[config.mk]
export PLATFORM = sky130hd
export DESIGN_NAME = enc_cfg
export DESIGN_NICKNAME = d
export VERILOG_FILES = /design/src/rtl/enc_cfg_pkg.sv /design/src/rtl/enc_cfg.sv
export VERILOG_INCLUDE_DIRS = /design/src /design/src/rtl
export SDC_FILE = /design/constraint.sdc
export NUM_CORES = 1
export LEC_CHECK = 0
export BUFFER_PORTS_ARGS = -buffer_cell sky130_fd_sc_hd__clkbuf_2
export CAP_MARGIN = 5
export CORE_ASPECT_RATIO = 1.4
export CORE_UTILIZATION = 29
export CTS_BUF_LIST = sky130_fd_sc_hd__clkbuf_4 sky130_fd_sc_hd__clkbuf_8
export CTS_CLUSTER_SIZE = 28
export DETAILED_ROUTE_END_ITERATION = 8
export PLACE_DENSITY = 0.51
export SETUP_SLACK_MARGIN = 0.4
export SLEW_MARGIN = 10
export SYNTH_ARGS = -nofsm -noshare
export SYNTH_HDL_FRONTEND = slang
export SYNTH_SLANG_ARGS = --single-unit
export TNS_END_PERCENT = 30
[constraint.sdc]
create_clock -name i_ref_clk -period 4.8 [get_ports i_ref_clk]
set_clock_uncertainty 0.05 [all_clocks]
set_input_delay 0.72 -clock i_ref_clk [delete_from_list [all_inputs] [get_ports i_ref_clk]]
set_output_delay 0.72 -clock i_ref_clk [all_outputs]
set_load 0.05 [all_outputs]
[src/rtl/enc_cfg_defines.svh]
/*
 Offsets, field positions, reset values and timing counts of the encoder
 switch configuration block.
 Assumes inclusion by its bare name from the design files.
*/
`ifndef ENC_CFG_DEFINES_SVH
`define ENC_CFG_DEFINES_SVH

// ****************************************************************
// Register offsets.
// ****************************************************************
`define CFG_CTRL_ADDR 12'h000
`define CFG_STAT_ADDR 12'h004
`define CFG_GAIN_ADDR 12'h008
`define CFG_PROC_ADDR 12'h00c
`define CFG_SYNC_ADDR 12'h010

// ****************************************************************
// Selector positions and steps.
// ****************************************************************
`define POS_STD_AUTO 4'h0
`define POS_STD_LINES 4'h1
`define POS_SETUP 4'h2
`define POS_SUBCAR 4'h3
`define POS_GAIN 4'h4
`define POS_USER 4'h5
`define POS_LUMA 4'h6
`define POS_BLACK 4'h7
`define POS_CHROMA 4'h8
`define POS_HUE 4'h9
`define POS_CHR_EN 4'ha
`define POS_BURST_EN 4'hb
`define POS_VI_PASS 4'hc
`define POS_L21 4'hd
`define POS_L22 4'he
`define POS_RECALL 4'hf
`define POS2_LOCK 4'h0
`define POS2_FRZ_REC 4'h4
`define POS2_FRZ_MAN 4'h5
`define POS2_FRZ_MODE 4'h6
`define POS2_FRZ_FIELD 4'h7
`define POS2_FRZ_SIG 4'h8
`define POS2_XCOLOR 4'ha
`define POS2_TST_SEL 4'hc
`define POS2_TST_EN 4'hd
`define POS2_VI_SETUP 4'hf

// ****************************************************************
// Level defaults, limits and timing.
// ****************************************************************
`define LEVEL_MID 8'h80
`define LEVEL_MAX 8'hff
`define LEVEL_MIN 8'h00
`define PEDESTAL_MV 54
`define CLK_PERIOD_NS 8
`define CONFIGURING_INDICATOR_TIME_NS 80
`define CONFIGURING_INDICATOR_CYCLES (`CONFIGURING_INDICATOR_TIME_NS / `CLK_PERIOD_NS)

`endif

[src/rtl/enc_cfg_pkg.sv]
/*
 Types of the encoder switch configuration block.
 Assumes nothing of its surroundings.
*/
`default_nettype none
package enc_cfg_pkg;
   typedef enum logic [1:0] {PADDLE_IDLE, PADDLE_APPLY, PADDLE_HOLD}
      paddle_state_type;
endpackage
`default_nettype wire

[src/rtl/enc_cfg.sv]
/*
 Switch-driven configuration and setup-insertion control of a video
 encoder, with an AXI4-Lite slave that mirrors the settings other than l21 and l22 and drives the eight control-register bits.
 Assumes the selector and paddle inputs are debounced and synchronous to
 i_ref_clk, and that one bus write or read is under way at a time.
*/
// The register addresses and the AXI4-Lite interface to the registers were decided locally.
`include "enc_cfg_defines.svh"
`default_nettype none

// Contract
// - Master setup overrides all other setup controls.
// - Setup on, 525: pedestal on full field; the code also requires vi_setup (bank two F) for it.
// - Setup off: no pedestal on any line.
// - Setup on: line 21, 22, interval removable.
// - Bank one D, E toggle lines 21, 22.
// - Bank two F toggles interval pedestal.
// - Default: picture on, interval off, 21 off, 22 on.
// - Position zero auto/manual; one picks lines.
// - Master setup ignored in 625-line standard.
// - Position three subcarrier, ignored at 625.
// - Position four gain, 256 steps.
// - Luma, chroma levels, 256 steps each.
// - Black level, 256 steps.
// - Hue full rotation, disabled in PAL.
// - Calibrated mode forces processing presets.
// - Chroma, burst enables; interval pass/delete.
// - Paddle down at F recalls defaults.
// - Video lock source forces delay mode.
// - Auto freeze holds last field on loss.
// - Freeze output last field or black.
// - Test mode replaces input with pattern.
// - Synchronizer controls inactive without submodule.
// - Two banks of sixteen; paddle applies setting.
module enc_cfg (
   // Clock and reset.
   input wire logic i_ref_clk,
   input wire logic i_resetn,
   // Switches and status inputs.
   input wire logic i_bank_two,
   input wire logic [3:0] i_position,
   input wire logic i_paddle_up,
   input wire logic i_paddle_down,
   input wire logic i_detected_625,
   input wire logic i_sync_present,
   input wire logic i_reference_present,
   input wire logic i_input_lost,
   // AXI4-Lite slave.
   input wire logic [11:0] s_axi_awaddr,
   input wire logic s_axi_awvalid,
   output logic s_axi_awready,
   input wire logic [31:0] s_axi_wdata,
   input wire logic [3:0] s_axi_wstrb,
   input wire logic s_axi_wvalid,
   output logic s_axi_wready,
   output logic [1:0] s_axi_bresp,
   output logic s_axi_bvalid,
   input wire logic s_axi_bready,
   input wire logic [11:0] s_axi_araddr,
   input wire logic s_axi_arvalid,
   output logic s_axi_arready,
   output logic [31:0] s_axi_rdata,
   output logic [1:0] s_axi_rresp,
   output logic s_axi_rvalid,
   input wire logic s_axi_rready,
   // Indicators.
   output logic o_second_bank_indicator,
   output logic o_configuring_indicator,
   // Setup insertion per region.
   output logic o_active_picture_region,
   output logic o_vertical_interval_region,
   output logic o_full_field_region,
   output logic o_line21_setup,
   output logic o_line22_setup,
   // Effective video settings.
   output logic o_std_625,
   output logic o_pal_m,
   output logic [7:0] o_gain,
   output logic [7:0] o_luma,
   output logic [7:0] o_black,
   output logic [7:0] o_chroma,
   output logic [7:0] o_hue,
   output logic o_chroma_en,
   output logic o_burst_en,
   output logic o_vi_pass,
   output logic o_cross_color_en,
   output logic o_test_en,
   output logic o_test_linearity,
   // Synchronizer settings.
   output logic o_delay_mode,
   output logic o_freeze_active,
   output logic o_freeze_field_mode,
   output logic o_freeze_field_two,
   output logic o_freeze_black
);

   // ****************************************************************
   // Settings.
   // ****************************************************************
   enc_cfg_pkg::paddle_state_type paddle_state;
   logic std_auto, man_625, setup_on, pal_m, user_enable;
   logic chr_en, burst_en, vi_pass, l21, l22, vi_setup;
   logic lock_video, frz_auto, frz_manual, frz_field_mode, frz_field2;
   logic frz_black, xcolor, tst_linearity, tst_en;
   logic [7:0] gain, luma, black, chroma, hue;
   logic [7:0] configuring_indicator_count;
   logic up, down, act, std_625, recall;
   logic wr_go, aw_full, w_full, w_strb;
   logic [11:0] aw_addr;
   logic [31:0] w_data;

   // Paddle actuation yields one apply pulse per press.
   assign act = paddle_state == enc_cfg_pkg::PADDLE_APPLY;
   assign up = act & i_paddle_up;
   assign down = act & i_paddle_down;
   assign recall = down & ~i_bank_two & i_position == `POS_RECALL;
   assign std_625 = std_auto ? i_detected_625 : man_625;
   assign wr_go = aw_full & w_full & ~s_axi_bvalid;

   always_ff @(posedge i_ref_clk or negedge i_resetn) begin
      if (!i_resetn) begin
         paddle_state <= enc_cfg_pkg::PADDLE_IDLE;
      end else begin
         case (paddle_state)
            enc_cfg_pkg::PADDLE_IDLE:
               if (i_paddle_up ^ i_paddle_down) begin
                  paddle_state <= enc_cfg_pkg::PADDLE_APPLY;
               end
            enc_cfg_pkg::PADDLE_APPLY:
               paddle_state <= enc_cfg_pkg::PADDLE_HOLD;
            enc_cfg_pkg::PADDLE_HOLD:
               if (!i_paddle_up && !i_paddle_down) begin
                  paddle_state <= enc_cfg_pkg::PADDLE_IDLE;
               end
            default: paddle_state <= enc_cfg_pkg::PADDLE_IDLE;
         endcase
      end
   end

   // Saturating one-step move of a level.
   function automatic logic [7:0] step(input logic [7:0] v,
                                       input logic inc, input logic dec);
      logic [7:0] r;
      r = v;
      if (inc && v != `LEVEL_MAX) begin
         r = v + 8'h01;
      end else if (dec && v != `LEVEL_MIN) begin
         r = v - 8'h01;
      end
      return r;
   endfunction

   // ****************************************************************
   // Bank one and bank two settings, switch and bus writes.
   // ****************************************************************
   always_ff @(posedge i_ref_clk or negedge i_resetn) begin
      if (!i_resetn) begin
         std_auto <= 1'b1;
         man_625 <= 1'b0;
         setup_on <= 1'b1;
         pal_m <= 1'b0;
         user_enable <= 1'b0;
         chr_en <= 1'b1;
         burst_en <= 1'b1;
         vi_pass <= 1'b1;
         l21 <= 1'b0;
         l22 <= 1'b1;
         vi_setup <= 1'b0;
         lock_video <= 1'b0;
         frz_auto <= 1'b0;
         frz_manual <= 1'b0;
         frz_field_mode <= 1'b0;
         frz_field2 <= 1'b0;
         frz_black <= 1'b0;
         xcolor <= 1'b0;
         tst_linearity <= 1'b0;
         tst_en <= 1'b0;
         gain <= `LEVEL_MID;
         luma <= `LEVEL_MID;
         black <= `LEVEL_MID;
         chroma <= `LEVEL_MID;
         hue <= `LEVEL_MID;
      end else if (recall) begin
         std_auto <= 1'b1;
         man_625 <= 1'b0;
         setup_on <= 1'b1;
         pal_m <= 1'b0;
         user_enable <= 1'b0;
         chr_en <= 1'b1;
         burst_en <= 1'b1;
         vi_pass <= 1'b1;
         l21 <= 1'b0;
         l22 <= 1'b1;
         vi_setup <= 1'b0;
         gain <= `LEVEL_MID;
         luma <= `LEVEL_MID;
         black <= `LEVEL_MID;
         chroma <= `LEVEL_MID;
         hue <= `LEVEL_MID;
      end else if (wr_go && aw_addr == `CFG_CTRL_ADDR && w_strb) begin
         std_auto <= w_data[0];
         man_625 <= w_data[1];
         setup_on <= w_data[2];
         pal_m <= w_data[3];
         user_enable <= w_data[4];
         chr_en <= w_data[5];
         burst_en <= w_data[6];
         vi_pass <= w_data[7];
      end else if (act && !i_bank_two) begin
         case (i_position)
            `POS_STD_AUTO: std_auto <= up;
            `POS_STD_LINES: if (!std_auto) man_625 <= down;
            `POS_SETUP: if (!std_625) setup_on <= up;
            `POS_SUBCAR: if (!std_625) pal_m <= down;
            `POS_GAIN: gain <= step(gain, up, down);
            `POS_USER: user_enable <= up;
            `POS_LUMA: if (user_enable) luma <= step(luma, up, down);
            `POS_BLACK: if (user_enable) black <= step(black, up, down);
            `POS_CHROMA: if (user_enable) chroma <= step(chroma, up, down);
            `POS_HUE: if (user_enable && !std_625 && !pal_m) begin
               hue <= hue + {7'h00, up} - {7'h00, down};
            end
            `POS_CHR_EN: chr_en <= up;
            `POS_BURST_EN: burst_en <= up;
            `POS_VI_PASS: vi_pass <= up;
            `POS_L21: l21 <= up;
            `POS_L22: l22 <= up;
            default: ;
         endcase
      end else if (act && i_bank_two) begin
         case (i_position)
            `POS2_LOCK: lock_video <= up;
            `POS2_FRZ_REC: if (i_sync_present) frz_auto <= down;
            `POS2_FRZ_MAN: if (i_sync_present) frz_manual <= down;
            `POS2_FRZ_MODE: if (i_sync_present) frz_field_mode <= down;
            `POS2_FRZ_FIELD: if (i_sync_present) frz_field2 <= down;
            `POS2_FRZ_SIG: if (i_sync_present) frz_black <= down;
            `POS2_XCOLOR: xcolor <= up;
            `POS2_TST_SEL: tst_linearity <= down;
            `POS2_TST_EN: tst_en <= up;
            `POS2_VI_SETUP: vi_setup <= up;
            default: ;
         endcase
      end
   end

   // ****************************************************************
   // Effective outputs.
   // ****************************************************************
   always_ff @(posedge i_ref_clk or negedge i_resetn) begin
      if (!i_resetn) begin
         o_second_bank_indicator <= 1'b0;
         o_active_picture_region <= 1'b0;
         o_vertical_interval_region <= 1'b0;
         o_full_field_region <= 1'b0;
         o_line21_setup <= 1'b0;
         o_line22_setup <= 1'b0;
         o_std_625 <= 1'b0;
         o_pal_m <= 1'b0;
         o_gain <= `LEVEL_MID;
         o_luma <= `LEVEL_MID;
         o_black <= `LEVEL_MID;
         o_chroma <= `LEVEL_MID;
         o_hue <= `LEVEL_MID;
         o_chroma_en <= 1'b0;
         o_burst_en <= 1'b0;
         o_vi_pass <= 1'b0;
         o_cross_color_en <= 1'b0;
         o_test_en <= 1'b0;
         o_test_linearity <= 1'b0;
         o_delay_mode <= 1'b0;
         o_freeze_active <= 1'b0;
         o_freeze_field_mode <= 1'b0;
         o_freeze_field_two <= 1'b0;
         o_freeze_black <= 1'b0;
      end else begin
         o_second_bank_indicator <= i_bank_two;
         // Setup gating: master off or 625 clears every region.
         o_active_picture_region <= setup_on & ~std_625;
         o_vertical_interval_region <= setup_on & ~std_625 & vi_setup;
         o_full_field_region <= setup_on & ~std_625 & vi_setup;
         o_line21_setup <= setup_on & ~std_625 & l21;
         o_line22_setup <= setup_on & ~std_625 & l22;
         o_std_625 <= std_625;
         o_pal_m <= pal_m & ~std_625;
         o_gain <= gain;
         o_luma <= user_enable ? luma : `LEVEL_MID;
         o_black <= user_enable ? black : `LEVEL_MID;
         o_chroma <= user_enable ? chroma : `LEVEL_MID;
         o_hue <= (user_enable && !std_625 && !pal_m) ? hue : `LEVEL_MID;
         o_chroma_en <= chr_en;
         o_burst_en <= burst_en;
         o_vi_pass <= vi_pass;
         o_cross_color_en <= xcolor;
         o_test_en <= tst_en;
         o_test_linearity <= tst_linearity;
         o_delay_mode <= i_sync_present &
                         (lock_video | ~i_reference_present);
         o_freeze_active <= i_sync_present &
                            (frz_manual | (frz_auto & i_input_lost));
         o_freeze_field_mode <= i_sync_present & frz_field_mode;
         o_freeze_field_two <= i_sync_present & frz_field2;
         o_freeze_black <= i_sync_present & frz_black;
      end
   end

   // Configuring indicator stretched after each applied setting.
   always_ff @(posedge i_ref_clk or negedge i_resetn) begin
      if (!i_resetn) begin
         configuring_indicator_count <= 8'h00;
         o_configuring_indicator <= 1'b1;
      end else begin
         if (act || wr_go) begin
            configuring_indicator_count <= 8'(`CONFIGURING_INDICATOR_CYCLES);
         end else if (configuring_indicator_count != 8'h00) begin
            configuring_indicator_count <= configuring_indicator_count - 8'h01;
         end
         o_configuring_indicator <= act | wr_go | (configuring_indicator_count != 8'h00);
      end
   end

   // ****************************************************************
   // AXI4-Lite slave.
   // ****************************************************************
   always_ff @(posedge i_ref_clk or negedge i_resetn) begin
      if (!i_resetn) begin
         aw_full <= 1'b0;
         w_full <= 1'b0;
         aw_addr <= 12'h000;
         w_data <= 32'h0000_0000;
         w_strb <= 1'b0;
         s_axi_awready <= 1'b0;
         s_axi_wready <= 1'b0;
         s_axi_bvalid <= 1'b0;
         s_axi_bresp <= 2'h0;
      end else begin
         s_axi_awready <= ~aw_full & ~s_axi_awready;
         s_axi_wready <= ~w_full & ~s_axi_wready;
         if (s_axi_awvalid && s_axi_awready) begin
            aw_full <= 1'b1;
            aw_addr <= s_axi_awaddr;
         end
         if (s_axi_wvalid && s_axi_wready) begin
            w_full <= 1'b1;
            w_data <= s_axi_wdata;
            w_strb <= s_axi_wstrb[0];
         end
         if (wr_go) begin
            aw_full <= 1'b0;
            w_full <= 1'b0;
            s_axi_bvalid <= 1'b1;
            s_axi_bresp <= (aw_addr == `CFG_CTRL_ADDR) ? 2'h0 : 2'h2;
         end else if (s_axi_bready) begin
            s_axi_bvalid <= 1'b0;
         end
      end
   end

   always_ff @(posedge i_ref_clk or negedge i_resetn) begin
      if (!i_resetn) begin
         s_axi_arready <= 1'b0;
         s_axi_rvalid <= 1'b0;
         s_axi_rdata <= 32'h0000_0000;
         s_axi_rresp <= 2'h0;
      end else begin
         s_axi_arready <= ~s_axi_rvalid & ~s_axi_arready;
         if (s_axi_arvalid && s_axi_arready) begin
            s_axi_rvalid <= 1'b1;
            s_axi_rresp <= 2'h0;
            case (s_axi_araddr)
               `CFG_CTRL_ADDR: s_axi_rdata <= {24'h0, vi_pass, burst_en,
                  chr_en, user_enable, pal_m, setup_on, man_625, std_auto};
               `CFG_STAT_ADDR: s_axi_rdata <= {27'h0, o_freeze_active,
                  o_delay_mode, i_sync_present, o_configuring_indicator,
                  std_625};
               `CFG_GAIN_ADDR: s_axi_rdata <= {24'h0, gain};
               `CFG_PROC_ADDR: s_axi_rdata <= {hue, chroma, black, luma};
               `CFG_SYNC_ADDR: s_axi_rdata <= {22'h0, tst_en, tst_linearity,
                  xcolor, frz_black, frz_field2, frz_field_mode, frz_manual,
                  frz_auto, lock_video, vi_setup};
               default: begin
                  s_axi_rdata <= 32'h0000_0000;
                  s_axi_rresp <= 2'h2;
               end
            endcase
         end else if (s_axi_rready) begin
            s_axi_rvalid <= 1'b0;
         end
      end
   end

   // ****************************************************************
   // Checks.
   // ****************************************************************
   property p_master_off;
      @(posedge i_ref_clk) disable iff (!i_resetn)
      !setup_on |=> !o_line21_setup && !o_line22_setup &&
                    !o_vertical_interval_region;
   endproperty
   a_master_off: assert property (p_master_off)
      else $error("Pedestal present with master setup off.");

   property p_625_no_setup;
      @(posedge i_ref_clk) disable iff (!i_resetn)
      std_625 |=> !o_active_picture_region;
   endproperty
   a_625_no_setup: assert property (p_625_no_setup)
      else $error("Setup applied in 625 standard.");

   property p_gain_sat;
      @(posedge i_ref_clk) disable iff (!i_resetn)
      gain == `LEVEL_MAX && !recall && !down |=> gain == `LEVEL_MAX;
   endproperty
   a_gain_sat: assert property (p_gain_sat)
      else $error("Gain wrapped past maximum.");

   property p_one_step;
      @(posedge i_ref_clk) disable iff (!i_resetn)
      paddle_state == enc_cfg_pkg::PADDLE_APPLY |=>
         paddle_state != enc_cfg_pkg::PADDLE_APPLY;
   endproperty
   a_one_step: assert property (p_one_step)
      else $error("Paddle applied twice in one press.");

   property p_calibrated;
      @(posedge i_ref_clk) disable iff (!i_resetn)
      !user_enable |=> o_luma == `LEVEL_MID && o_chroma == `LEVEL_MID;
   endproperty
   a_calibrated: assert property (p_calibrated)
      else $error("User levels active in calibrated mode.");

   property p_recall;
      @(posedge i_ref_clk) disable iff (!i_resetn)
      recall |=> gain == `LEVEL_MID && l22 && !l21 && setup_on;
   endproperty
   a_recall: assert property (p_recall)
      else $error("Recall did not restore defaults.");

   property p_video_lock;
      @(posedge i_ref_clk) disable iff (!i_resetn)
      lock_video && i_sync_present |=> o_delay_mode;
   endproperty
   a_video_lock: assert property (p_video_lock)
      else $error("Video lock did not force delay mode.");

   property p_no_sync;
      @(posedge i_ref_clk) disable iff (!i_resetn)
      !i_sync_present |=> !o_freeze_active && !o_delay_mode;
   endproperty
   a_no_sync: assert property (p_no_sync)
      else $error("Synchronizer control active without submodule.");

   property p_auto_freeze;
      @(posedge i_ref_clk) disable iff (!i_resetn)
      frz_auto && i_sync_present && i_input_lost |=> o_freeze_active;
   endproperty
   a_auto_freeze: assert property (p_auto_freeze)
      else $error("Auto freeze missed input loss.");

endmodule // enc_cfg
`default_nettype wire

==> run summary, run 1 <==
The flow ran to the end, and the final reports show no timing, DRC or antenna violations. The die covers 0.0328 mm^2. The wire length of the first global-routing pass came out at 40100 um. Along the worst path, the maximum fanout reaches 7. The longest clock path from root to sink contains 2 buffers. The tools report the distinct cell type count after synthesis as 77. The critical path start-end classification was flop to flop. Combinational cells account for 31.3% of the total power.

The pin count of the biggest net entering global routing is 113. Row generation in the floorplan step produced 77 rows. In the final layout, the multi-input gates occupy 0.00417 mm^2. The critical path goes through and3b_1 > inv_1 > ha_1 > inv_1 > ha_1 > fa_1 > a21o_1 > a21oi_1 > o21bai_1 > a21oi_1 > xor2_1 > o31ai_2.

The number of antenna violations at the first check in global routing was 0. The setup slack of the critical path after layout was 1.71 ns. The worst register-to-register path ends at hue[6]. The cell count after synthesis came out at 900. For the antenna diode instance count, the log shows 0. The total congestion overflow after global routing was 0.

The number of setup buffers added after CTS is 0. The CTS clock-pin slew for the worst setup and hold paths works out to 0.10 ns. The critical-path cell with the highest stage delay was sky130_fd_sc_hd__dfrtp_1. The worst-case setup slack after placement was 1.40 ns; the data arrival time of the critical path was 3.40 ns.

In the routed design, unresolved DRC markers number 0. The top-level port count was 179; the maximum clock frequency was 0.323 GHz. Stage delay of the slowest cell on the critical path: 0.45 ns. The tools report the startpoint kind of the worst setup timing path as a flop. In the final routed layout, each cell accounts on average for 17.3 um. In this run the vertical extent of the chip is 214 um. Capturing element type of the critical path: a flop. Per report_power, the clock group accounts for 22.3% of the total. The run gives 1.88 mW as the net switching power of the design. The measured slew at the worst slew-check pin was 0.992 ns. The worst min-delay path category is input pin to async pin. By area the synthesized netlist is led by sky130_fd_sc_hd__dfrtp_1 47%, sky130_fd_sc_hd__dfstp_2 4.8%, sky130_fd_sc_hd__ha_1 4.6%.

The total routed wirelength was 25100 um; the number of gates given a new drive strength after cts was 0. For the number of max-slew violations in the final report, the log shows 0. The design draws 4.72 mW.

Across the VDD grid, the largest voltage drop is 0.239 mV. For this run, the detailed router's first-pass iteration total came to 4. The total of flip-flops plus latches after synthesis was 191. sky130_fd_sc_hd__dfrtp_1 is the most common cell in the netlist.

Leading register cell type out of synthesis: sky130_fd_sc_hd__dfrtp_1. The worst pin sits at a relative slew slack of 33.9%. CTS built an H-tree with a depth of 4. The final number of hold-violating endpoints is 0, and the internal power summed over all cells is 2.85 mW.

The run gives 0 as the number of routed nets with antenna violations. The area fraction of the dominant cell type after synthesis works out to 46.8%. In this run the power density over the cells is 435 mW/mm^2.

The area of the mapped netlist was 0.00931 mm^2. Setup violations remaining at the end of the flow were counted as 0. The later pin in the worst-skew pair is clocked with a latency of 0.48 ns. In the final design database the tool counted 1161 nets.

The number of global-route vias before repair is 7151, and the number of synthesized flops with an enable pin is 0. The average instance area after synthesis is 10.3 um^2, and the initial core utilization is 29.5%. Cells with a size suffix above 1 make up 25.3% of the layout.

The wire-length estimate of the detail-placed layout is 18100 um. TritonCTS built the clock tree. Summed over all cells, the static leakage comes to 5.18 nW. The count of clock tree sinks was 191; the minimum period implied by the final worst setup slack was 3.09 ns. The tree is rooted in a sky130_fd_sc_hd__clkbuf_8. The max-capacitance violation count was 0. Registers are responsible for 46.4% of the overall power. The total core area came out at 0.0316 mm^2. The worst endpoint required time was 5.10 ns. Sequential elements use 51.6% of the synthesized area. In this run, CTS created clock tree buffers numbering 17. Across all layers, the routed design uses 7089 vias. The number of cell instances on the worst register-to-register path works out to 12. The async set or reset register ratio after synthesis is 100%. The detailed router's first-iteration violation count is 288, and the register-to-register setup slack is 1.71 ns. The layout has 3279 filler cells.

The run gives 0 as the number of buffers added to fix hold violations after cts. The combined global-route utilization of all metal layers is 15.8%. For the final hold slack, the log shows 0.276 ns. In this run the critical register-to-register path is launched from paddle_state[1].

The congestion estimate from routability-driven global placement came to 0.799. The overall die width came out at 153 um. The combined flip-flop and latch cell area was 0.00480 mm^2; the final period utilization was 64.4%. Buffers placed on the I/O ports in this run total 149. Setup repair after global routing left no endpoint under its margin.

Relative to the synthesized area, the layout overhead comes to 16.5%. The share of total power consumed by net switching works out to 39.7%. For this run, the share of the core covered by cells in the final layout is 34.3%. For this run, the number of Yosys warnings is 0.

By count the netlist is led by 174 x sky130_fd_sc_hd__dfrtp_1, 94 x sky130_fd_sc_hd__nand2_1, 58 x sky130_fd_sc_hd__nand3_1. Setup total negative slack on the finished layout was measured at 0 ns. The cell taking the most area after synthesis is sky130_fd_sc_hd__dfrtp_1. The per-cell via count in the routed design works out to 4.88.
-- sequential cells by signal, indices dropped and copies added, names as in the netlist, 2 cells and up --
register,cells
s_axi_rdata,32
configuring_indicator_count,8
o_black,8
o_hue,8
o_chroma,8
w_data,8
black,8
gain,8
paddle_state,2
chroma,8
luma,8
o_luma,8
o_gain,8
aw_addr,12
hue,8
-- worst max-delay path by stage --
stage,end,slack (ns),from
6_report,hue[6],1.71,paddle_state[1]
2_1_floorplan,hue[6],1.83,i_paddle_up
3_3_place_gp,hue[6],1.39,i_paddle_up
4_1_cts,hue[6],1.69,paddle_state[1]
3_5_place_dp,hue[6],1.40,i_paddle_up
5_1_grt,hue[6],1.48,paddle_state[1]
-- cells in the final DEF, fill, tap and decap left out, types with 17 or more instances in the layout --
cell type                  Yosys  layout
sky130_fd_sc_hd__dfstp_2      17      17
sky130_fd_sc_hd__dfrtp_1     174     174
sky130_fd_sc_hd__o21ai_0      49      49
sky130_fd_sc_hd__a21oi_1      50      50
sky130_fd_sc_hd__nand2_1      94      94
sky130_fd_sc_hd__inv_1        42      42
sky130_fd_sc_hd__nor2_1       46      46
sky130_fd_sc_hd__and2_1       33      34
sky130_fd_sc_hd__ha_1         34      34
sky130_fd_sc_hd__clkbuf_8      0      19
sky130_fd_sc_hd__nand3_1      58      58
sky130_fd_sc_hd__mux2_2       28      28
sky130_fd_sc_hd__clkbuf_2      0     148
-- cells by family (layout without fill, tap and decap cells) --
family,after synthesis,in the layout,share of synthesized area (%)
buffers and inverters,80,236,3.90
AOI/OAI and AO/OA,190,190,13.2
other,1,2,0.0403
DFF,191,191,51.6
xor gates and xnor gates,23,23,2.16
and+or+nand+nor,336,336,18.8
adders and majority gates,39,39,5.64
muxes,40,40,4.73
-- area by class of cell --
type,count,share of cell area (%)
well taps,395,4.56
inverters,45,1.56
clock inverters,12,1.04
repair buffers,159,7.76
flip-flops and latches,191,44.3
multi-input cells,630,38.4
clock buffers,20,2.42
-- metrics by stage --
stage	cells	area [um^2]
global route	1452	10800
global placement	1420	10500
detailed placement	1420	10500
floorplan	901	9320
finish	1452	10800
CTS	1452	10800
-- critical path: cells and delay by family (launching register included) --
family / cells / cell delay, ns
compound gates: 5 / 0.73
xor+xnor: 1 / 0.19
fa+ha+maj: 3 / 0.93
buf+inv: 2 / 0.20
flops: 1 / 0.45
simple gates: 1 / 0.43
-- per-layer routing --
metal  global-route usage [%]  up-vias  part of all wire, %
met5                        0        -                    0
met2                     27.2      161                   49
met4                     5.50        0                  2.2
met1                     19.8     3438                   44
met3                     3.01       23                  4.1
li1                         -     3467                    -
-- power by group through the flow --
stage | logic (mW) | registers (mW) | clock network [mW]
5_1_grt | 1.62 | 2.23 | 1.16
2_1_floorplan | 0.803 | 2.46 | 0
4_1_cts | 1.50 | 2.20 | 1.10
3_5_place_dp | 1.50 | 2.23 | 0
6_report | 1.48 | 2.19 | 1.05
3_3_place_gp | 1.48 | 2.22 | 0
Note: power is estimated with default switching activity, not from simulation.
==> run 2, diff against run 1 <==
--- a/config.mk
+++ b/config.mk
@@ -6,6 +6,7 @@
 export SDC_FILE = /design/constraint.sdc
 export NUM_CORES = 1
 export LEC_CHECK = 0
+export ABC_AREA = 1
 export BUFFER_PORTS_ARGS = -buffer_cell sky130_fd_sc_hd__clkbuf_2
 export CAP_MARGIN = 5
 export CORE_ASPECT_RATIO = 1.4
==> constraint.sdc (replaced) <==
create_clock -name i_ref_clk -period 3.22 [get_ports i_ref_clk]
set_clock_uncertainty 0.05 [all_clocks]
set_input_delay 0.483 -clock i_ref_clk [delete_from_list [all_inputs] [get_ports i_ref_clk]]
set_output_delay 0.483 -clock i_ref_clk [all_outputs]
set_load 0.05 [all_outputs]
==> run 2 against run 1 <==
Clock power increased by 53%. Wire length is 11% higher. Worst hold slack got worse by 0.18 ns. Synthesized area increased by 8.5%. Design area rose by 9.2%. Maximum frequency increased by 15%. Sequential share of layout area decreased by 3.7 points. Die area grew 8.4%. Combinational power increased by 47%.
==> run summary, run 2 <==
The commonest cells after synthesis are 463 x sky130_fd_sc_hd__nand2_1, 174 x sky130_fd_sc_hd__dfrtp_1, 167 x sky130_fd_sc_hd__inv_1. The run gives 0.454 ns as the worst-case setup slack after placement. For the global placement routability congestion, the log shows 0.850.

Cells with a size suffix above 1 make up 17.7% of the layout. The largest registers in the layout are s_axi_rdata (32), aw_addr (12). In this run the core area contains 80 standard-cell rows. The startpoint identified for the worst register-to-register timing path is paddle_state[1]. For the final number of hold-violating endpoints, the log shows 0.

The synthesized design contains 191 register bits. The combined buffer and inverter count along the critical path is 1, and the total leakage power is 6.45 nW. The run gives 0.369 mV as the worst voltage drop across the vdd grid. The cell at the root of the clock tree was sky130_fd_sc_hd__clkbuf_8.

Sequential cells account for 45.3% of the total power. The first detailed-routing pass ran for 5 iterations. Setup repair after global routing could not meet its margin everywhere.

After floorplanning, the core was sized to cover 0.0342 mm^2. In this design, the critical path's most frequently occurring cell is sky130_fd_sc_hd__nand2_1. Traced cell by cell, the critical path runs through inv_1 > nand2_2 > nor2_4 > nand2_1 > ha_1 > or2_2 > nand2_1 > nor2_1 > nor2_1 > xnor2_1 > nand2_1 > nand2_1. In this run, the combinational gates consume 31.4% of the power. The tools report the layout filler cell count as 3759. STA classifies the critical path startpoint as a flop. The minimum period implied by the final worst setup slack was 2.70 ns.

The final hold slack came out at 0.0918 ns. The tools report the count of clock tree sinks as 191. On the critical path the largest part of the delay comes from simple AND/OR/NAND/NOR gates. The die covers 0.0356 mm^2. The synthesis-to-finish area growth is 17.2%. During synthesis, Yosys emitted a total of 0 warnings. The number of buffers created by CTS is 17. In the synthesized netlist the dominant register cell turns out to be sky130_fd_sc_hd__dfrtp_1. H-tree depth: 4.

The run finished with clean final reports. For the number of antenna violations at the first check in global routing, the log shows 0. Measured in cells, the most critical reg-to-reg path has a length of 12.

In this run the power density over the cells is 585 mW/mm^2. The die is 160 um wide. The count of non-filler cells in the finished layout came out at 1929. In this run the worst path has a maximum fanout of 9. Each instance of the synthesized netlist takes up on average 7.76 um^2. Floorplan die height: 223 um. Adding up every negative setup slack in the final design gives 0 ns. Setup violations remaining at the end of the flow were counted as 0. The cell taking the most area after synthesis is sky130_fd_sc_hd__dfrtp_1. The worst hold path was traced through 2 stages.

Dividing the final minimum period by the clock period gives 83.7%. Distinct cell type count after synthesis: 40. For this design, the slowest cell found on the critical path is sky130_fd_sc_hd__ha_1.

The clock network latency to the later pin of the worst-skew pair was 0.51 ns; the net switching power of the design was 2.84 mW. Detailed placement ended at an HPWL of 20800 um. CTS clock-pin slew for the worst setup and hold paths: 0.11 ns. The library cells used most frequently in the layout, excluding fill and tap cells, are 463 x sky130_fd_sc_hd__nand2_1, 174 x sky130_fd_sc_hd__dfrtp_1, 167 x sky130_fd_sc_hd__inv_1.

The run gives 82 as the pin count of the biggest net entering global routing. The stage delay of the slowest cell on the critical path was 0.43 ns; the number of port buffers was 149. Global routing used 16.5% of the available tracks across all layers. The clock network is responsible for 23.3% of the overall power. Cell internal power was estimated by the tool at 4.09 mW. The register with the most flip-flops in the final layout is s_axi_rdata. The combined flip-flop and latch cell area was 0.00480 mm^2. The final layout contains routed wiring with a total length of 27900 um. The run gives 0 as the number of routed nets with antenna violations. The number of synthesized flops with an enable pin is 0, and the remaining routing DRC violations is 0.

For the worst endpoint required time, the log shows 3.62 ns. The max-capacitance violation count is 0, and the wire length of the first global-routing pass is 45600 um. Of the synthesized area, sequential elements account for 47.5%.

The tools report the area of the mapped netlist as 0.0101 mm^2. Among all cell types in the netlist, the one instantiated most often is sky130_fd_sc_hd__nand2_1. The tools report the setup slack of the critical path after layout as 0.524 ns.

In the synthesized netlist the async set-or-reset flop fraction comes to 100%. Number of nets at the end of the flow: 1581. The tools report the capturing element type of the critical path as a flop. The number of max-slew violations in the final report was 0; the number of global-route vias before repair was 8751. Top-level port count: 179. The min-delay analysis places its worst path in the category input pin to flop. For this configuration, the core starts out at a cell density of 29.5%.

The hold path startpoint was s_axi_bready. The max-slew headroom at the worst pin is 40.6%. The measured slew at the worst slew-check pin works out to 0.888 ns.

TritonCTS built the clock tree. Per-cell routed wire length: 14.4 um. Synthesized netlist cell count: 1303. The tools report the capture endpoint of the worst hold path as s_axi_bvalid. The total overflow left after global routing is 0.

After detailed routing, the number of vias per cell comes to 4.52. The first routing iteration left 503 violations. Data on the critical path arrives at its endpoint at 3.09 ns. Yosys attributes the largest share of cell area to sky130_fd_sc_hd__dfrtp_1 43%, sky130_fd_sc_hd__nand2_1 17%, sky130_fd_sc_hd__inv_1 6.2%. The library cell used most frequently in the layout, excluding fill and tap cells, is sky130_fd_sc_hd__nand2_1. The register with the most flip-flops in the layout has 32 of them.

Net switching is 41.0% of the power. Summed over its instances, the top area cell type makes up 43.1% of the synthesized netlist area. No sink is reached through more buffers than the 2 on the longest clock path.

The number of vias after detailed routing came out at 8712. The tools report the reg-to-reg critical path endpoint as luma[5]. For flop-to-flop paths, the worst setup slack is 0.52 ns. In the final layout, the multi-input gates occupy 0.00451 mm^2. The tools report the cell count after placement as 1894. The critical path start-end classification was flop to flop. The maximum clock frequency was 0.371 GHz.
[run 2: cell types whose count changed in the layout (fill, tap and decap cells not counted), sizes merged, moves of 10 or more]
cell    before  now
mux2        29    0
o21ai       59   49
inv         55  178
nor2        47  121
mux2i       11    0
and2        35    0
nand2b      10    0
nand2       95  470
nor2b       13    0
nor3        16    5
a21oi       50   25
nor4        16    2
nand3       58  120
[run 2: timing repair]
item	in CTS	in global routing
buffers inserted	0	0
gates resized for setup	0	0
setup endpoints to repair	0	4
endpoints found under the hold margin	73	0
hold buffers	2	0
[run 2: worst max path at each step]
stage | startpoint | endpoint | slack [ns] | cells past startpoint
finish | paddle_state[1] | luma[5] | 0.52 | 12
global route | paddle_state[1] | luma[5] | 0.32 | 12
CTS | paddle_state[1] | luma[5] | 0.51 | 12
detailed placement | i_paddle_up | luma[5] | 0.45 | 12
global placement | i_paddle_up | black[5] | 0.53 | 12
floorplan | i_paddle_up | hue[4] | 0.92 | 13
[run 2: logic make-up (layout without fill, tap and decap cells)]
| kind of cell | count (synthesis) | count (layout) | share of synthesized area (%) |
|---|---|---|---|
| other cells | 1 | 3 | 0.0371 |
| simple gates | 746 | 746 | 31.7 |
| fa+ha+maj | 39 | 39 | 5.20 |
| buf+inv | 201 | 374 | 7.87 |
| flops | 191 | 191 | 47.5 |
| compound gates | 102 | 102 | 5.73 |
| xor+xnor | 23 | 23 | 1.99 |
[run 2: stage by stage]
stage / instance area [um^2] / total power [mW] / util [%]
CTS: 11800 / 7.04 / 34.6
global placement: 11400 / 5.36 / 33.4
detailed placement: 11400 / 5.38 / 33.4
global route: 11800 / 7.43 / 34.6
finish: 11800 / 6.92 / 34.6
floorplan: 10100 / 4.73 / -
[run 2: routing by layer]
layer	routed length [um]	track usage [%]	up-vias
li1	-	-	4401
met1	12200	20.1	4091
met2	13800	28.7	188
met3	1150	3.20	32
met4	700	6.21	0
met5	0	0	-
[run 2: final cells by class]
class / instances / share of cell area [%]
multi-input combinational: 912 / 38.1
tap: 451 / 4.76
sequential: 191 / 40.5
antenna: 1 / 0.0211
timing repair buffer: 170 / 7.85
clock buffer: 18 / 2.04
inverter: 172 / 5.45
clock inverter: 14 / 1.23
[run 2: power groups by stage]
stage	combinational, mW	clock [mW]	sequential (mW)
floorplan	1.17	0	3.55
global route	2.45	1.78	3.20
finish	2.17	1.61	3.14
CTS	2.20	1.69	3.15
global placement	2.17	0	3.19
detailed placement	2.19	0	3.19
==> run 3, diff against run 2 <==
--- a/config.mk
+++ b/config.mk
@@ -14,7 +14,7 @@
 export CTS_BUF_LIST = sky130_fd_sc_hd__clkbuf_4 sky130_fd_sc_hd__clkbuf_8
 export CTS_CLUSTER_SIZE = 28
 export DETAILED_ROUTE_END_ITERATION = 8
-export PLACE_DENSITY = 0.51
+export PLACE_DENSITY = 0.53
 export SETUP_SLACK_MARGIN = 0.4
 export SLEW_MARGIN = 10
 export SYNTH_ARGS = -nofsm -noshare
==> constraint.sdc (replaced) <==
create_clock -name i_ref_clk -period 2.45 [get_ports i_ref_clk]
set_clock_uncertainty 0.05 [all_clocks]
set_input_delay 0.3675 -clock i_ref_clk [delete_from_list [all_inputs] [get_ports i_ref_clk]]
set_output_delay 0.3675 -clock i_ref_clk [all_outputs]
set_load 0.05 [all_outputs]
==> run 3 against run 2 <==
Flip-flop and latch count is the same. Critical endpoint is now black[5]. Via count grew 4.7%. Count of clock-buffer cells in the layout is the same. Design area grew 12%. Largest cell class is now multi-input combinational cells. Worst hold slack gained 0.0058 ns. Sequential share of layout area shrank 4.4 points. Sequential power grew 31%. Maximum frequency grew 27%. Critical path type unchanged.
==> run summary, run 3 (synthesis results as in run 2) <==
The run finished with clean final reports. The logs give 0 for the final number of hold-violating endpoints and 20.8% for the global routing met1 resource utilization. The share of cells above drive strength 1 was 27.0%.

For the final routed database, the setup TNS stands at 0 ns. The per-cell routed wire length is 14.6 um, and the total routed wirelength is 29500 um. At the placement stage, the worst setup path has a slack of 0.0722 ns.

After layout, the worst setup slack is 0.322 ns. Setup repair after global routing could not meet its margin everywhere. The synthesis-to-finish area growth came out at 31.3%.

For the buffer levels on the longest clock path, the log shows 2. For this block, the initial DRC count from the detailed router was 426. The tightest hold path in the finished design has a slack of 0.0977 ns. The worst endpoint required time was 2.84 ns. In this run the worst setup path terminates at black[5]. Clock tree synthesis selected as its root buffer the cell sky130_fd_sc_hd__clkbuf_8. After routing the design area is 0.0133 mm^2.

Counting the fill cells in the layout gives 3631. The min-delay analysis places its worst path in the category input pin to flop. The run gives 0 as the total congestion overflow after global routing. In this run the critical register-to-register path is launched from paddle_state[1]. The number of clock buffers added by TritonCTS is 17. Across the VDD grid, the largest voltage drop is 0.514 mV. The library cell used most frequently in the layout, excluding fill and tap cells, is sky130_fd_sc_hd__nand2_1. The top cell types in the final layout, fill and taps aside, are 433 x sky130_fd_sc_hd__nand2_1, 174 x sky130_fd_sc_hd__dfrtp_1, 154 x sky130_fd_sc_hd__inv_1. The die covers 0.0356 mm^2. In this run the cell area measured after placement is 0.0119 mm^2. The final period utilization came out at 86.9%. Cells fill 38.8% of the core in the end. The number of placement rows came out at 80. The most critical setup path has its startpoint at paddle_state[1]. The tools report the register-to-register setup slack as 0.32 ns. Measured along the y axis, the die boundary spans 223 um.

Setup violations remaining at the end of the flow were counted as 0. The floorplan step defined a core boundary enclosing 0.0342 mm^2. The run gives 66 as the pin count of the biggest net entering global routing.

The worst hold path begins at i_input_lost. The max-slew headroom at the worst pin was 58.9%; the global placement routability congestion was 0.876. In this run the worst path has a maximum fanout of 8. Using the TritonRoute via totals, the vias-per-cell ratio works out to 4.52.

Port buffering added 149 buffers. In the routed design, unresolved DRC markers number 0. The final route contains 9125 vias. Critical path start-end classification: flop to flop. The endpoint identified for the worst register-to-register timing path is black[5].

At the pin with the least slew margin, the transition time is 0.617 ns. The logs give 0 for the number of routed nets with antenna violations and 191 for the count of clock tree sinks. The register with the most flip-flops in the layout has 32 of them. The wire length of the first global-routing pass came out at 46900 um. The final layout contains 1672 nets. For this design the static power due to leakage is 6.98 nW. The power per cell area is 728 mW/mm^2, and the sum of net half-perimeters after detailed placement is 21900 um.

Derived from the worst setup path, the maximum achievable clock frequency is 0.470 GHz. Clock-pin slew was measured on the worst setup and hold paths at 0.10 ns. TritonCTS built the clock tree. The H-tree depth came out at 4.

At the worst endpoint, the arrival time is 2.52 ns. The run gives 29.5% as the initial core utilization. The largest registers in the layout are s_axi_rdata (32), aw_addr (12).

The run gives 0.51 ns as the clock network latency to the later pin of the worst-skew pair. The combined global-route utilization of all metal layers is 17.1%, and the top-level port count is 179. The max-capacitance violation count is 0, and the global-route met3 utilization is 3.50%. The number of cells on the worst reg-to-reg path is 13. For the number of global-route vias before repair, the log shows 9036. The minimum period implied by the final worst setup slack came out at 2.13 ns.

Number of antenna violations at the first check in global routing: 1. met2 is the most crowded layer. The die is 160 um wide.

The capturing element type of the critical path is a flop. Number of max-slew violations in the final report: 0. The startpoint kind of the worst setup timing path is a flop.

In the global route stage, met2 resource usage came out at 29.7%. Ranked by flip-flop count, first place goes to s_axi_rdata. The number of search-and-repair iterations in the first detailed-routing pass is 4.
-- run 3: metrics by stage --
stage,power [mW],instances
4_1_cts,9.56,2004
2_1_floorplan,6.23,1304
3_3_place_gp,7.18,1940
3_5_place_dp,7.22,1940
6_report,9.66,2020
5_1_grt,10.3,2020
-- run 3: routing by layer --
metal / vias to the layer above / share of wire [%] / wire length (um)
met2: 206 / 50 / 14900
li1: 4588 / - / -
met5: - / 0 / 0
met4: 0 / 2.2 / 650
met3: 35 / 4.6 / 1350
met1: 4296 / 43 / 12600
-- run 3: worst min path at each step --
stage / endpoint / slack [ns] / cells after the start
floorplan: aw_addr[0] / 0.02 / 0
global placement: aw_addr[8] / 0.36 / 1
detailed placement: aw_addr[9] / 0.36 / 1
CTS: o_freeze_active / 0.06 / 3
global route: o_freeze_active / 0.07 / 3
finish: o_freeze_active / 0.1 / 3
-- run 3: final cells by class --
class / count / area (um^2) / area share [%]
repair buffers: 261 / 1770 / 13.3
well taps: 451 / 564 / 4.25
clock inverters: 14 / 150 / 1.13
flip-flops and latches: 191 / 4800 / 36.2
diodes: 1 / 2.50 / 0.0189
clock buffers: 18 / 241 / 1.82
multi-input cells: 912 / 5090 / 38.4
inverters: 172 / 648 / 4.88
-- run 3: power by group --
| group | switching, mW | internal (mW) |
|---|---|---|
| sequential | 0.382 | 3.72 |
| clock | 1.27 | 0.853 |
| combinational | 2.28 | 1.16 |
| total | 3.93 | 5.73 |
-- run 3: worst max-delay path, cell delays in order, from the launching register on --
cell and delay (ns):
sky130_fd_sc_hd__dfrtp_1 0.41, sky130_fd_sc_hd__inv_2 0.08, sky130_fd_sc_hd__nand2_4 0.06, sky130_fd_sc_hd__nor2_4 0.15
sky130_fd_sc_hd__buf_12 0.19, sky130_fd_sc_hd__nand2_8 0.11, sky130_fd_sc_hd__ha_4 0.23, sky130_fd_sc_hd__or2_4 0.25
sky130_fd_sc_hd__nand2_1 0.08, sky130_fd_sc_hd__nor2_1 0.05, sky130_fd_sc_hd__nor2_1 0.14, sky130_fd_sc_hd__xnor2_1 0.14
sky130_fd_sc_hd__nand2_1 0.06, sky130_fd_sc_hd__nand2_1 0.06
-- run 3: what timing repair did --
item	CTS	global route
endpoints found under the setup margin	31	46
hold buffers	26	0
endpoints found under the hold margin	78	0
buffers inserted	6	15
pin swaps	24	53
resized for setup	44	72
